$ cat src/common/ccm_defines.vh
// Constants shared by the bus master command block.
// Included by name; holds definitions only.
`ifndef CCM_DEFINES_VH
`define CCM_DEFINES_VH
`define CCM_CLK_HZ 26'd50000000
`define CCM_SPEED_MIN 32'd100000
`define CCM_SPEED_MAX 32'd400000
`define CCM_SPEED_DEF 32'd400000
// Quarter bit period in clocks at the default rate, rounded up
`define CCM_QDIV_DEF ((50000000 + 4 * 400000 - 1) / (4 * 400000))
`define CCM_CMD_CONFIG 16'h8d03
`define CCM_CMD_SELECT 16'h8d04
`define CCM_CMD_READ 16'h8d05
`define CCM_CMD_WRITE 16'h8d06
`define CCM_CMD_UPDATE 16'h8d07
`define CCM_CMD_STATUS 16'h8d08
`define CCM_OFF_TARGET 5'h00
`define CCM_OFF_ADDR 5'h00
`define CCM_OFF_LEN 5'h02
`define CCM_OFF_WDATA 5'h03
`define CCM_OFF_UDATA 5'h02
`define CCM_OFF_UMASK 5'h04
`define CCM_POOL_BYTES 5'h16
`define CCM_LEN_MIN 8'h01
`define CCM_RD_MAX 8'h16
`define CCM_WR_MAX 8'h13
`define CCM_ST_ENOERR 8'h00
`define CCM_ST_ENOENT 8'h02
`define CCM_ST_EIO 8'h05
`define CCM_ST_EACCES 8'h0d
`define CCM_ST_EBUSY 8'h10
`define CCM_ST_EINVAL 8'h16
`define CCM_ST_ERANGE 8'h22
`define CCM_OP_START 2'h0
`define CCM_OP_STOP 2'h1
`define CCM_OP_WR 2'h2
`define CCM_OP_RD 2'h3
`endif

$ cat src/hw/ccm_top.v
// Command interpreter driving a two-wire register bus master.
// Assumes the host loads parameter bytes before pulsing cmd_valid and
// that host_lock_held and active_sensor_bus_addr share this clock.
//
// Overview of operation
// - Config speed field is bus rate in hertz
// - Bus rate defaults to 400000 hertz
// - Code 0x8d04 selects target, one byte
// - Target byte: 7-bit address plus R/W bit
// - Target byte zero selects active sensor address
// - Select answers ENOERR, or EBUSY while busy
// - Selected target persists for later transfers
// - Code 0x8d05 reads: address, then length
// - Read length outside 1..22 gives ERANGE
// - Transfers accept at once; EBUSY while running
// - Code 0x8d06 writes 1..19 bytes in order
// - Bad write length gives ERANGE, no transfer
// - Code 0x8d07 takes address, data, mask
// - Update: read, clear mask bits, OR data
// - Code 0x8d08 reports done, absent, aborted, busy
// - Read data returned only after successful read
// - Without bus lock these commands give EACCES
// - Multi-byte values are most significant first
// - Speed outside 100000..400000 gives EINVAL
`timescale 1ns/1ps
`include "ccm_defines.vh"
module ccm_top (
	input wire clock,
	input wire rst,
	input wire host_lock_held,
	input wire [7:0] active_sensor_bus_addr,
	input wire param_wr,
	input wire [4:0] param_addr,
	input wire [7:0] param_wdata,
	input wire cmd_valid,
	input wire [15:0] cmd_code,
	output reg rsp_valid,
	output reg [7:0] rsp_status,
	output reg [4:0] rsp_len,
	input wire [4:0] rsp_rd_addr,
	output reg [7:0] rsp_rd_data,
	input wire scl_in,
	output wire scl_out,
	output wire scl_oe,
	input wire sda_in,
	output wire sda_out,
	output wire sda_oe
);
	localparam [31:0] QDIV_FULL = `CCM_QDIV_DEF;
	localparam S_IDLE = 2'h0;
	localparam S_DIV = 2'h1;
	localparam S_ISSUE = 2'h2;
	localparam S_WAIT = 2'h3;
	localparam T_START = 4'h0;
	localparam T_SLAW = 4'h1;
	localparam T_RAH = 4'h2;
	localparam T_RAL = 4'h3;
	localparam T_WDAT = 4'h4;
	localparam T_RSTART = 4'h5;
	localparam T_SLAR = 4'h6;
	localparam T_RDAT = 4'h7;
	localparam T_STOP = 4'h8;
	localparam K_NONE = 2'h0;
	localparam K_READ = 2'h1;
	localparam K_WRITE = 2'h2;
	localparam K_UPDATE = 2'h3;

	function [15:0] be16;
		input [7:0] hi;
		input [7:0] lo;
		be16 = {hi, lo};
	endfunction

	reg [7:0] pool [0:21];
	reg [7:0] buf_mem [0:21];
	reg scl_m_reg, scl_s_reg, sda_m_reg, sda_s_reg;
	reg pin_low_reg;
	reg [1:0] state_reg;
	reg [3:0] step_reg;
	reg [1:0] kind_reg;
	reg upd_wr_reg;
	reg busy_reg;
	reg [4:0] len_reg;
	reg [4:0] idx_reg;
	reg [7:0] txn_status_reg;
	reg [7:0] err_reg;
	reg [7:0] target_reg;
	reg [15:0] reg_addr_reg;
	reg [15:0] upd_data_reg;
	reg [15:0] upd_mask_reg;
	reg [31:0] bus_speed_hz;
	reg [7:0] quarter_reg;
	reg [25:0] acc_reg;
	reg [25:0] inc_reg;
	reg [7:0] cnt_reg;
	reg eng_go_reg;
	reg [1:0] eng_op_reg;
	reg [7:0] eng_tx_reg;
	reg eng_ack_reg;
	integer i;

	wire tick, eng_busy, eng_done, eng_nack, eng_arb;
	wire [7:0] eng_rx;
	wire [31:0] cfg_speed = {pool[0], pool[1], pool[2], pool[3]};
	wire [7:0] req_len = pool[`CCM_OFF_LEN];
	wire cmd_known = (cmd_code >= `CCM_CMD_CONFIG) &&
		(cmd_code <= `CCM_CMD_STATUS);
	wire [15:0] old_val = be16(buf_mem[0], buf_mem[1]);
	wire [15:0] new_val = (old_val & ~upd_mask_reg) | upd_data_reg;
	wire last_byte = (idx_reg == len_reg - 5'h01);
	wire addr_phase = (step_reg == T_SLAW) || (step_reg == T_RAH) ||
		(step_reg == T_RAL) || (step_reg == T_SLAR) ||
		(step_reg == T_WDAT);
	wire go_read = (kind_reg == K_READ) ||
		(kind_reg == K_UPDATE && !upd_wr_reg);

	assign scl_out = pin_low_reg;
	assign sda_out = pin_low_reg;

	ccm_qtick u_qtick (
		.clock(clock),
		.rst(rst),
		.run(eng_busy),
		.quarter(quarter_reg),
		.tick(tick)
	);

	ccm_link u_link (
		.clock(clock),
		.rst(rst),
		.tick(tick),
		.go(eng_go_reg),
		.op(eng_op_reg),
		.tx_byte(eng_tx_reg),
		.ack_out(eng_ack_reg),
		.scl_s(scl_s_reg),
		.sda_s(sda_s_reg),
		.busy(eng_busy),
		.done(eng_done),
		.rx_byte(eng_rx),
		.nack(eng_nack),
		.arb_lost(eng_arb),
		.scl_oe(scl_oe),
		.sda_oe(sda_oe)
	);

	always @(posedge clock) begin
		if (rst) begin
			scl_m_reg <= 1'b1;
			scl_s_reg <= 1'b1;
			sda_m_reg <= 1'b1;
			sda_s_reg <= 1'b1;
		end else begin
			scl_m_reg <= scl_in;
			scl_s_reg <= scl_m_reg;
			sda_m_reg <= sda_in;
			sda_s_reg <= sda_m_reg;
		end
	end

	always @(posedge clock) begin
		if (param_wr && param_addr < `CCM_POOL_BYTES)
			pool[param_addr] <= param_wdata;
	end

	always @(posedge clock) begin
		if (rst)
			rsp_rd_data <= 8'h00;
		else if (rsp_rd_addr < `CCM_POOL_BYTES)
			rsp_rd_data <= buf_mem[rsp_rd_addr];
		else
			rsp_rd_data <= 8'h00;
	end

	always @(posedge clock) begin
		rsp_valid <= 1'b0;
		eng_go_reg <= 1'b0;
		if (rst) begin
			pin_low_reg <= 1'b0;
			rsp_status <= `CCM_ST_ENOERR;
			rsp_len <= 5'h00;
			state_reg <= S_IDLE;
			step_reg <= T_START;
			kind_reg <= K_NONE;
			upd_wr_reg <= 1'b0;
			busy_reg <= 1'b0;
			len_reg <= 5'h00;
			idx_reg <= 5'h00;
			txn_status_reg <= `CCM_ST_ENOERR;
			err_reg <= `CCM_ST_ENOERR;
			target_reg <= 8'h00;
			reg_addr_reg <= 16'h0000;
			upd_data_reg <= 16'h0000;
			upd_mask_reg <= 16'h0000;
			bus_speed_hz <= `CCM_SPEED_DEF;
			quarter_reg <= QDIV_FULL[7:0];
			acc_reg <= 26'h0000000;
			inc_reg <= 26'h0000000;
			cnt_reg <= 8'h00;
			eng_op_reg <= `CCM_OP_START;
			eng_tx_reg <= 8'h00;
			eng_ack_reg <= 1'b0;
		end else begin
			if (cmd_valid) begin
				rsp_valid <= 1'b1;
				rsp_len <= 5'h00;
				if (!cmd_known)
					rsp_status <= `CCM_ST_EINVAL;
				else if (!host_lock_held)
					rsp_status <= `CCM_ST_EACCES;
				else if (cmd_code == `CCM_CMD_STATUS) begin
					rsp_status <= txn_status_reg;
					if (kind_reg == K_READ && !busy_reg &&
						txn_status_reg == `CCM_ST_ENOERR)
						rsp_len <= len_reg;
				end else if (busy_reg || state_reg != S_IDLE)
					rsp_status <= `CCM_ST_EBUSY;
				else begin
					rsp_status <= `CCM_ST_ENOERR;
					case (cmd_code)
					`CCM_CMD_CONFIG: begin
						if (cfg_speed < `CCM_SPEED_MIN ||
							cfg_speed > `CCM_SPEED_MAX)
							rsp_status <= `CCM_ST_EINVAL;
						else begin
							// Answer waits for the divisor search
							rsp_valid <= 1'b0;
							bus_speed_hz <= cfg_speed;
							acc_reg <= `CCM_CLK_HZ;
							inc_reg <= {cfg_speed[23:0], 2'b00};
							cnt_reg <= 8'h00;
							state_reg <= S_DIV;
						end
					end
					`CCM_CMD_SELECT: begin
						if (pool[`CCM_OFF_TARGET] == 8'h00)
							target_reg <= active_sensor_bus_addr;
						else
							target_reg <= pool[`CCM_OFF_TARGET];
					end
					`CCM_CMD_READ, `CCM_CMD_WRITE: begin
						if (req_len < `CCM_LEN_MIN ||
							req_len > ((cmd_code == `CCM_CMD_READ) ?
							`CCM_RD_MAX : `CCM_WR_MAX))
							rsp_status <= `CCM_ST_ERANGE;
						else begin
							kind_reg <= (cmd_code == `CCM_CMD_READ) ?
								K_READ : K_WRITE;
							len_reg <= req_len[4:0];
							reg_addr_reg <= be16(pool[0], pool[1]);
							// Copy so host may refill the pool mid-transfer
							for (i = 0; i < 19; i = i + 1)
								buf_mem[i] <= pool[i + 3];
							state_reg <= S_ISSUE;
							step_reg <= T_START;
							busy_reg <= 1'b1;
							upd_wr_reg <= 1'b0;
							err_reg <= `CCM_ST_ENOERR;
							txn_status_reg <= `CCM_ST_EBUSY;
						end
					end
					default: begin
						kind_reg <= K_UPDATE;
						len_reg <= 5'h02;
						reg_addr_reg <= be16(pool[0], pool[1]);
						upd_data_reg <= be16(pool[`CCM_OFF_UDATA],
							pool[`CCM_OFF_UDATA + 5'h01]);
						upd_mask_reg <= be16(pool[`CCM_OFF_UMASK],
							pool[`CCM_OFF_UMASK + 5'h01]);
						state_reg <= S_ISSUE;
						step_reg <= T_START;
						busy_reg <= 1'b1;
						upd_wr_reg <= 1'b0;
						err_reg <= `CCM_ST_ENOERR;
						txn_status_reg <= `CCM_ST_EBUSY;
					end
					endcase
				end
			end

			case (state_reg)
			S_DIV: begin
				// Rounds up, so the bus never runs above the asked rate
				if (acc_reg == 26'h0000000) begin
					quarter_reg <= cnt_reg;
					rsp_valid <= 1'b1;
					rsp_status <= `CCM_ST_ENOERR;
					rsp_len <= 5'h00;
					state_reg <= S_IDLE;
				end else begin
					acc_reg <= (acc_reg > inc_reg) ?
						acc_reg - inc_reg : 26'h0000000;
					cnt_reg <= cnt_reg + 8'h01;
				end
			end
			S_ISSUE: begin
				eng_go_reg <= 1'b1;
				eng_ack_reg <= !last_byte;
				eng_tx_reg <= 8'h00;
				case (step_reg)
				T_START, T_RSTART: eng_op_reg <= `CCM_OP_START;
				T_STOP: eng_op_reg <= `CCM_OP_STOP;
				T_RDAT: eng_op_reg <= `CCM_OP_RD;
				default: eng_op_reg <= `CCM_OP_WR;
				endcase
				case (step_reg)
				T_SLAW: eng_tx_reg <= {target_reg[7:1], 1'b0};
				T_SLAR: eng_tx_reg <= {target_reg[7:1], 1'b1};
				T_RAH: eng_tx_reg <= reg_addr_reg[15:8];
				T_RAL: eng_tx_reg <= reg_addr_reg[7:0];
				T_WDAT: begin
					if (kind_reg == K_UPDATE)
						eng_tx_reg <= (idx_reg == 5'h00) ?
							new_val[15:8] : new_val[7:0];
					else
						eng_tx_reg <= buf_mem[idx_reg];
				end
				default: eng_tx_reg <= 8'h00;
				endcase
				state_reg <= S_WAIT;
			end
			S_WAIT: begin
				if (eng_done) begin
					state_reg <= S_ISSUE;
					if (eng_arb) begin
						// Bus is lost; the winner owns the stop condition
						busy_reg <= 1'b0;
						txn_status_reg <= `CCM_ST_EIO;
						state_reg <= S_IDLE;
					end else if (eng_nack && addr_phase) begin
						err_reg <= `CCM_ST_ENOENT;
						step_reg <= T_STOP;
					end else begin
						case (step_reg)
						T_START: step_reg <= T_SLAW;
						T_SLAW: step_reg <= T_RAH;
						T_RAH: step_reg <= T_RAL;
						T_RAL: begin
							idx_reg <= 5'h00;
							step_reg <= go_read ? T_RSTART : T_WDAT;
						end
						T_RSTART: step_reg <= T_SLAR;
						T_SLAR: begin
							idx_reg <= 5'h00;
							step_reg <= T_RDAT;
						end
						T_WDAT, T_RDAT: begin
							if (step_reg == T_RDAT)
								buf_mem[idx_reg] <= eng_rx;
							idx_reg <= idx_reg + 5'h01;
							if (last_byte)
								step_reg <= T_STOP;
						end
						default: begin
							if (err_reg == `CCM_ST_ENOERR &&
								kind_reg == K_UPDATE && !upd_wr_reg) begin
								upd_wr_reg <= 1'b1;
								step_reg <= T_START;
							end else begin
								busy_reg <= 1'b0;
								txn_status_reg <= err_reg;
								state_reg <= S_IDLE;
							end
						end
						endcase
					end
				end
			end
			default: begin
			end
			endcase
		end
	end
endmodule

$ cat src/hw/ccm_qtick.v
// Quarter bit period tick generator for the two-wire master.
// Assumes quarter is at least one and stable while run is high.
`timescale 1ns/1ps
module ccm_qtick (
	input wire clock,
	input wire rst,
	input wire run,
	input wire [7:0] quarter,
	output reg tick
);
	reg [7:0] cnt_reg;
	always @(posedge clock) begin
		if (rst || !run) begin
			cnt_reg <= 8'h00;
			tick <= 1'b0;
		end else if (cnt_reg >= quarter - 8'h01) begin
			cnt_reg <= 8'h00;
			tick <= 1'b1;
		end else begin
			cnt_reg <= cnt_reg + 8'h01;
			tick <= 1'b0;
		end
	end
endmodule

$ cat src/hw/ccm_link.v
// Two-wire bit engine: start, stop, byte write and byte read.
// Assumes scl_s and sda_s are already synchronised; enables pull low.
`timescale 1ns/1ps
`include "ccm_defines.vh"
module ccm_link (
	input wire clock,
	input wire rst,
	input wire tick,
	input wire go,
	input wire [1:0] op,
	input wire [7:0] tx_byte,
	input wire ack_out,
	input wire scl_s,
	input wire sda_s,
	output reg busy,
	output reg done,
	output reg [7:0] rx_byte,
	output reg nack,
	output reg arb_lost,
	output reg scl_oe,
	output reg sda_oe
);
	reg [1:0] op_reg;
	reg [1:0] q_reg;
	reg [3:0] bit_reg;
	reg [7:0] sh_reg;
	wire byte_op = op_reg[1];
	wire last_q = (q_reg == 2'h3);
	// Clock stretching: hold the high phase until the slave lets go
	wire stall = (q_reg == 2'h2) && !scl_s;
	always @(posedge clock) begin
		done <= 1'b0;
		if (rst) begin
			busy <= 1'b0;
			op_reg <= 2'h0;
			q_reg <= 2'h0;
			bit_reg <= 4'h0;
			sh_reg <= 8'h00;
			rx_byte <= 8'h00;
			nack <= 1'b0;
			arb_lost <= 1'b0;
			scl_oe <= 1'b0;
			sda_oe <= 1'b0;
		end else if (!busy) begin
			if (go) begin
				busy <= 1'b1;
				op_reg <= op;
				sh_reg <= tx_byte;
				q_reg <= 2'h0;
				bit_reg <= 4'h0;
				nack <= 1'b0;
				arb_lost <= 1'b0;
			end
		end else if (tick && !stall) begin
			q_reg <= q_reg + 2'h1;
			case (q_reg)
			2'h0: begin
				if (op_reg == `CCM_OP_START)
					sda_oe <= 1'b0;
				else if (op_reg == `CCM_OP_STOP)
					sda_oe <= 1'b1;
				else if (bit_reg == 4'h8)
					sda_oe <= (op_reg == `CCM_OP_RD) && ack_out;
				else
					sda_oe <= (op_reg == `CCM_OP_WR) && !sh_reg[7];
			end
			2'h1: scl_oe <= 1'b0;
			2'h2: begin
				if (op_reg == `CCM_OP_START)
					sda_oe <= 1'b1;
				else if (op_reg == `CCM_OP_STOP)
					sda_oe <= 1'b0;
				else if (bit_reg == 4'h8) begin
					nack <= sda_s;
				end else if (op_reg == `CCM_OP_WR) begin
					// Released high but read low: another master won
					if (sh_reg[7] && !sda_s) begin
						arb_lost <= 1'b1;
						busy <= 1'b0;
						done <= 1'b1;
					end
					sh_reg <= {sh_reg[6:0], 1'b0};
				end else
					sh_reg <= {sh_reg[6:0], sda_s};
			end
			default: begin
				if (op_reg != `CCM_OP_STOP)
					scl_oe <= 1'b1;
				if (byte_op && bit_reg != 4'h8)
					bit_reg <= bit_reg + 4'h1;
				else begin
					busy <= 1'b0;
					done <= 1'b1;
					rx_byte <= sh_reg;
				end
			end
			endcase
		end
		if (last_q && !busy)
			q_reg <= 2'h0;
	end
endmodule

$ cat config.mk
export PLATFORM = sky130hd
export DESIGN_NAME = ccm_top
export DESIGN_NICKNAME = d
export VERILOG_FILES = /design/src/hw/ccm_top.v /design/src/hw/ccm_qtick.v /design/src/hw/ccm_link.v
export VERILOG_INCLUDE_DIRS = /design/src /design/src/common
export SDC_FILE = /design/constraint.sdc
export NUM_CORES = 1
export LEC_CHECK = 0
export BUFFER_PORTS_ARGS = -buffer_cell sky130_fd_sc_hd__buf_2
export CORE_UTILIZATION = 45
export CTS_CLUSTER_SIZE = 24
export DETAILED_ROUTE_END_ITERATION = 8
export GPL_TIMING_DRIVEN = 0
export HOLD_SLACK_MARGIN = 0.06
export PLACE_DENSITY = 0.64
export SLEW_MARGIN = 10
export SYNTH_ARGS = -nofsm -noshare
export SYNTH_HDL_FRONTEND = slang
export SYNTH_SLANG_ARGS = --single-unit
export TNS_END_PERCENT = 50
$ cat constraint.sdc
create_clock -name clock -period 6.2 [get_ports clock]
set_input_delay 1.24 -clock clock [delete_from_list [all_inputs] [get_ports clock]]
set_output_delay 1.24 -clock clock [all_outputs]
set_load 0.02 [all_outputs]
## Word-level counts from Yosys, hierarchy flattened

Memory sizes are Yosys's and may differ from the RTL's. A register that Yosys moved wholly into a read port is not among the register bits.
Index checks and enable logic that the tools add are counted.

| operators by class | value |
|---|---|
| add/subtract/negate cells | 8 |
| $lt $le $gt $ge | 10 |
| multiplexer cells | 221 |
| reductions and logical operators | 75 |
| equality and inequality tests | 40 |
| bitwise logic cells | 16 |

Operators with widths:

| cell | count |
|---|---|
| 2-to-1 mux 8 bit | 48 |
| 2-to-1 mux 26 bit | 10 |
| 2-to-1 mux 1 bit | 93 |
| equality test 16 bit (second input constant) | 5 |
| 2-to-1 mux 4 bit | 17 |
| 2-to-1 mux 5 bit | 12 |
| case mux 8 bit (5 select lines) | 1 |
| 2-to-1 mux 2 bit | 18 |
| > comparator 32 x 19 -> 1 bit (second input constant) | 1 |
| less-than comparator 32 x 17 -> 1 bit (second input constant) | 1 |
| case mux 16 bit (2 select lines) | 1 |
| case mux 8 bit (2 select lines) | 2 |
| case mux 4 bit (7 select lines) | 1 |
| > comparator 26 bit | 1 |
| logical NOT 26 bit | 1 |
| subtractor 26 bit | 1 |
| logical NOT 8 bit | 3 |
| AND reduction 6 bit | 4 |
| != test 2 bit (second input constant) | 11 |
| case mux 5 bit (2 select lines) | 2 |
| OR reduction 2 bit | 10 |
| case mux 2 bit (3 select lines) | 3 |
| adder 8 x 1 -> 8 bit (second input constant) | 2 |
| AND 16 bit | 1 |
| 46 further kinds | 121 |

| word-level totals | value |
|---|---|
| bits in writable memories | 352 |
| word-level logic and storage cells | 412 |
| input port bits | 49 |
| memories kept | 2 |
| flip-flop bits (word level) | 211 |

Memories:

| memory | words | bits a word | rd ports | clocked after Yosys merged registers in | wr ports | RTL line | RTL |
|---|---|---|---|---|---|---|---|
| buf_mem | 22 | 8 | 4 | 2 | 19 | ccm_top.v:75 | `reg [7:0] buf_mem [0:21];` |
| pool | 22 | 8 | 25 | 3 | 1 | ccm_top.v:74 | `reg [7:0] pool [0:21];` |

## Logic depth before layout (Yosys ltp)

| logic depth | value |
|---|---|
| depth after elaboration | 17 |
| gate-level depth with buffers | 15 |

## By module

From an unflattened synthesis, not the netlist that was laid out.

| second synthesis, totals | value |
|---|---|
| cell total of the unflattened synthesis | 2543 |
| area, all modules | 30865.9 um^2 |

By module, submodules not included:

| module | seq. area each (um^2) | cells each | area an instance (um^2) | times used |
|---|---|---|---|---|
| ccm_top | 16976.3 | 2304 | 28676.3 | 1 |
| ccm_link | 600.6 | 168 | 1530.2 | 1 |
| ccm_qtick | 180.2 | 71 | 659.4 | 1 |

## Least setup slack after synthesis

OpenSTA, ideal clock, no wires.

| timing | value |
|---|---|
| kind | input to register |
| start | input cmd_code[14] |
| end | memory buf_mem[17][0], enable pin |
| cell stages on the path | 14 |
| library setup time | 0.398 ns |
| arrival | 3.993 ns |
| path buffers | 2 |
| setup slack | 1.809 ns |
| path through | nor4b_2 > nand4_2 > nor2_1 > nand2_1 > or2_2 > ha_1 > nand3b_1 > a32oi_1 > o22ai_1 > nand2b_1 > or4_1 > buf_2 > buf_2 > o41ai_1 |

RTL lines:

| item | RTL line | RTL |
|---|---|---|
| start, declared | ccm_top.v:36 | `input wire [15:0] cmd_code,` |
| end, declared | ccm_top.v:75 |  |

==> results_dict.tcl <==
set metrics [dict create \
    grt_pass1_wl_mm 135 \
    period_needed_ps 4940 \
    dr.pass1.iters 6 \
    fin_worst_skew_ps 29.1 \
    core_area_mm2 0.0672 \
    r2r-start "state_reg[1]" \
    cts.path.max_buffers 3 \
    path_max_fanout 10 \
    drive_gt1_frac 0.161 \
    min-delay-start "scl_m_reg" \
    cts_buffers 73 \
    p_leak_nw 11.7 \
    cts_root_buf "clkbuf_16" \
    fin_cells 3618 \
    clk_latency_ps 630 \
    die_area_mm2 0.0689 \
    crit_type "in -> reg" \
    cts_hold_buf 0 \
    vias 22000 \
    io_buffers 62 \
    io_pins 75 \
    gp_congestion 0.975 \
    grt_pass1_vias 21300 \
    post_cts_buffers 0 \
    syn_to_final_growth_pct 13.1 \
    synth-main-ff-cell "edfxtp_1" \
    dp_cells 3488 \
    clock-sinks 671 \
    final_max_slew_viol_count 0 \
    min_path_type "reg -> reg" \
    fin_area_mm2 0.0345 \
    p_sw_w 0.00200 \
    synth_edf_count 432 \
    tns_ps 0 \
    slowest_delay_ps 670 \
    required_ps 6470 \
    grt_max_degree 23 \
    place_hpwl_mm 65.7 \
    layout_setup_ws_ps 1260 \
    path_buf_inv 3 \
    ctsResizeCount 0 \
    power_w 0.00944 \
    wl_mm 90.4 \
    yosys_warnings 0 \
    cp_cell_sequence "buf_2, nor4b_2, nand4_2, nor2_1, nand2_1, or2_2, ha_1, nand3b_1, a32oi_1, o22ai_1, nand2b_1, or4_1, buf_2, clkbuf_1, nand2_1" \
    place_ws_ps 715 \
    antenna_found_initial 5 \
    cp_slowest_cell "or4_1" \
    cts_tree "done" \
    layout_common_cells "432 x edfxtp_1, 392 x nand2_1, 239 x dfxtp_1" \
    drtIter0Drc 2779 \
    gr-total-overflow 0 \
    ys_ff_latch 671 \
    seqPwrFrac 0.504 \
    ant_nets 0 \
    netlist_area_mm2 0.0305 \
    drc 0 \
    rsz0062_at_grt "false" \
    p_comb_frac 0.030 \
    path_clk_slew_ps 60 \
    postSynthCellCount 2543 \
    finalHoldViolations 0 \
    routedWlPerCell_um 25.0 \
    final_net_count 2787 \
    setup_viol 0 \
    power_frac_clock 0.466 \
    ys_async_sr_fraction 0 \
    track_usage 0.263 \
    cp_top_family "simple AND/OR/NAND/NOR gates" \
    switching_share 0.212 \
    final_common_cell "edfxtp_1" \
    peakVddDrop_uv 177 \
    fin_crit_sh 0.797 \
    cellInternalPower_w 0.00744 \
    maxCapViolations 0 \
    clock.fmax_mhz 202 \
    place_area_mm2 0.0321 \
    max-slew-margin-rel 0.139 \
    synth.distinct_cells 82 \
    chipHeight_um 262 \
    viasPerCell 6.08 \
    die_w_um 262 \
    start_util 0.455 \
    core.rowCount 95 \
    critPathLaunchType "input pin" \
    syn_area_per_cell_um2 12.0 \
    end_kind "flop" \
    crit_start "cmd_code[14]" \
    htreeDepth 3 \
    arrival_ps 5210 \
    largest_register_ffs 256 \
    worstMarginPinSlew_ps 1280 \
    yosysSeqAreaShare 0.582 \
    powerDensity_mw_per_mm2 273 \
    run_status "finished, final reports clean" \
]
==> worst paths after layout <==
check,slack (ps),cells after the start,endpoint
worst max-delay path,1260,15,buf_mem[1][7]
worst min-delay path,430,1,scl_s_reg
worst max register to register,2130,8,buf_mem[14][1]
worst min register to register,430,1,scl_s_reg
==> stage by stage <==
step / hold WS (ps) / utilization
after global placement: 408 / 0.476
after global routing: 441 / 0.514
after CTS: 430 / 0.513
final: 425 / 0.514
after floorplan: 389 / -
after detailed placement: 413 / 0.478
==> Yosys cell counts (all sizes together) (47+ instances only) <==
cell type	n	share of area
nor3	54	0.0095
inv	77	0.0095
a21oi	178	0.029
clkbuf	98	0.012
ha	47	0.019
nor2	192	0.024
o21ai	204	0.033
edfxtp	432	0.42
buf	50	0.0082
dfxtp	239	0.16
mux2i	53	0.017
mux4	160	0.12
nand2	393	0.048
==> per-layer routing <==
layer | up-vias | track usage | routed length (µm)
met2 | 1244 | 0.414 | 41600
met3 | 195 | 0.0552 | 9480
met4 | 2 | 0.0949 | 3180
met1 | 10800 | 0.361 | 36000
met5 | - | 0 | 13
li1 | 9739 | - | -
==> layout make-up <==
cell class	count	area [µm²]
multi-input cells	1647	12000
repair buffers	71	405
clock buffers	93	1980
flip-flops and latches	671	17800
fillers	5783	32600
well taps	873	1090
clock inverters	36	414
diodes	1	2.50
plain buffers	148	619
inverters	78	293
==> power by group through the flow <==
stage	clock network [W]	registers, W	logic, W
2_1_floorplan	0	0.00486	0.000137
3_3_place_gp	0	0.00485	0.000273
3_5_place_dp	0	0.00485	0.000279
4_1_cts	0.00443	0.00476	0.000280
5_1_grt	0.00460	0.00475	0.000296
6_report	0.00440	0.00476	0.000284
==> kinds of logic after synthesis <==
logic type	Yosys count	synth area share
other cells	1	0.000123
compound gates	516	0.0977
xor+xnor	42	0.0120
buf+inv	226	0.0298
simple gates	818	0.120
flops	671	0.582
fa+ha+maj	48	0.0199
mux	221	0.138
Power figures use the tool's default switching activity.
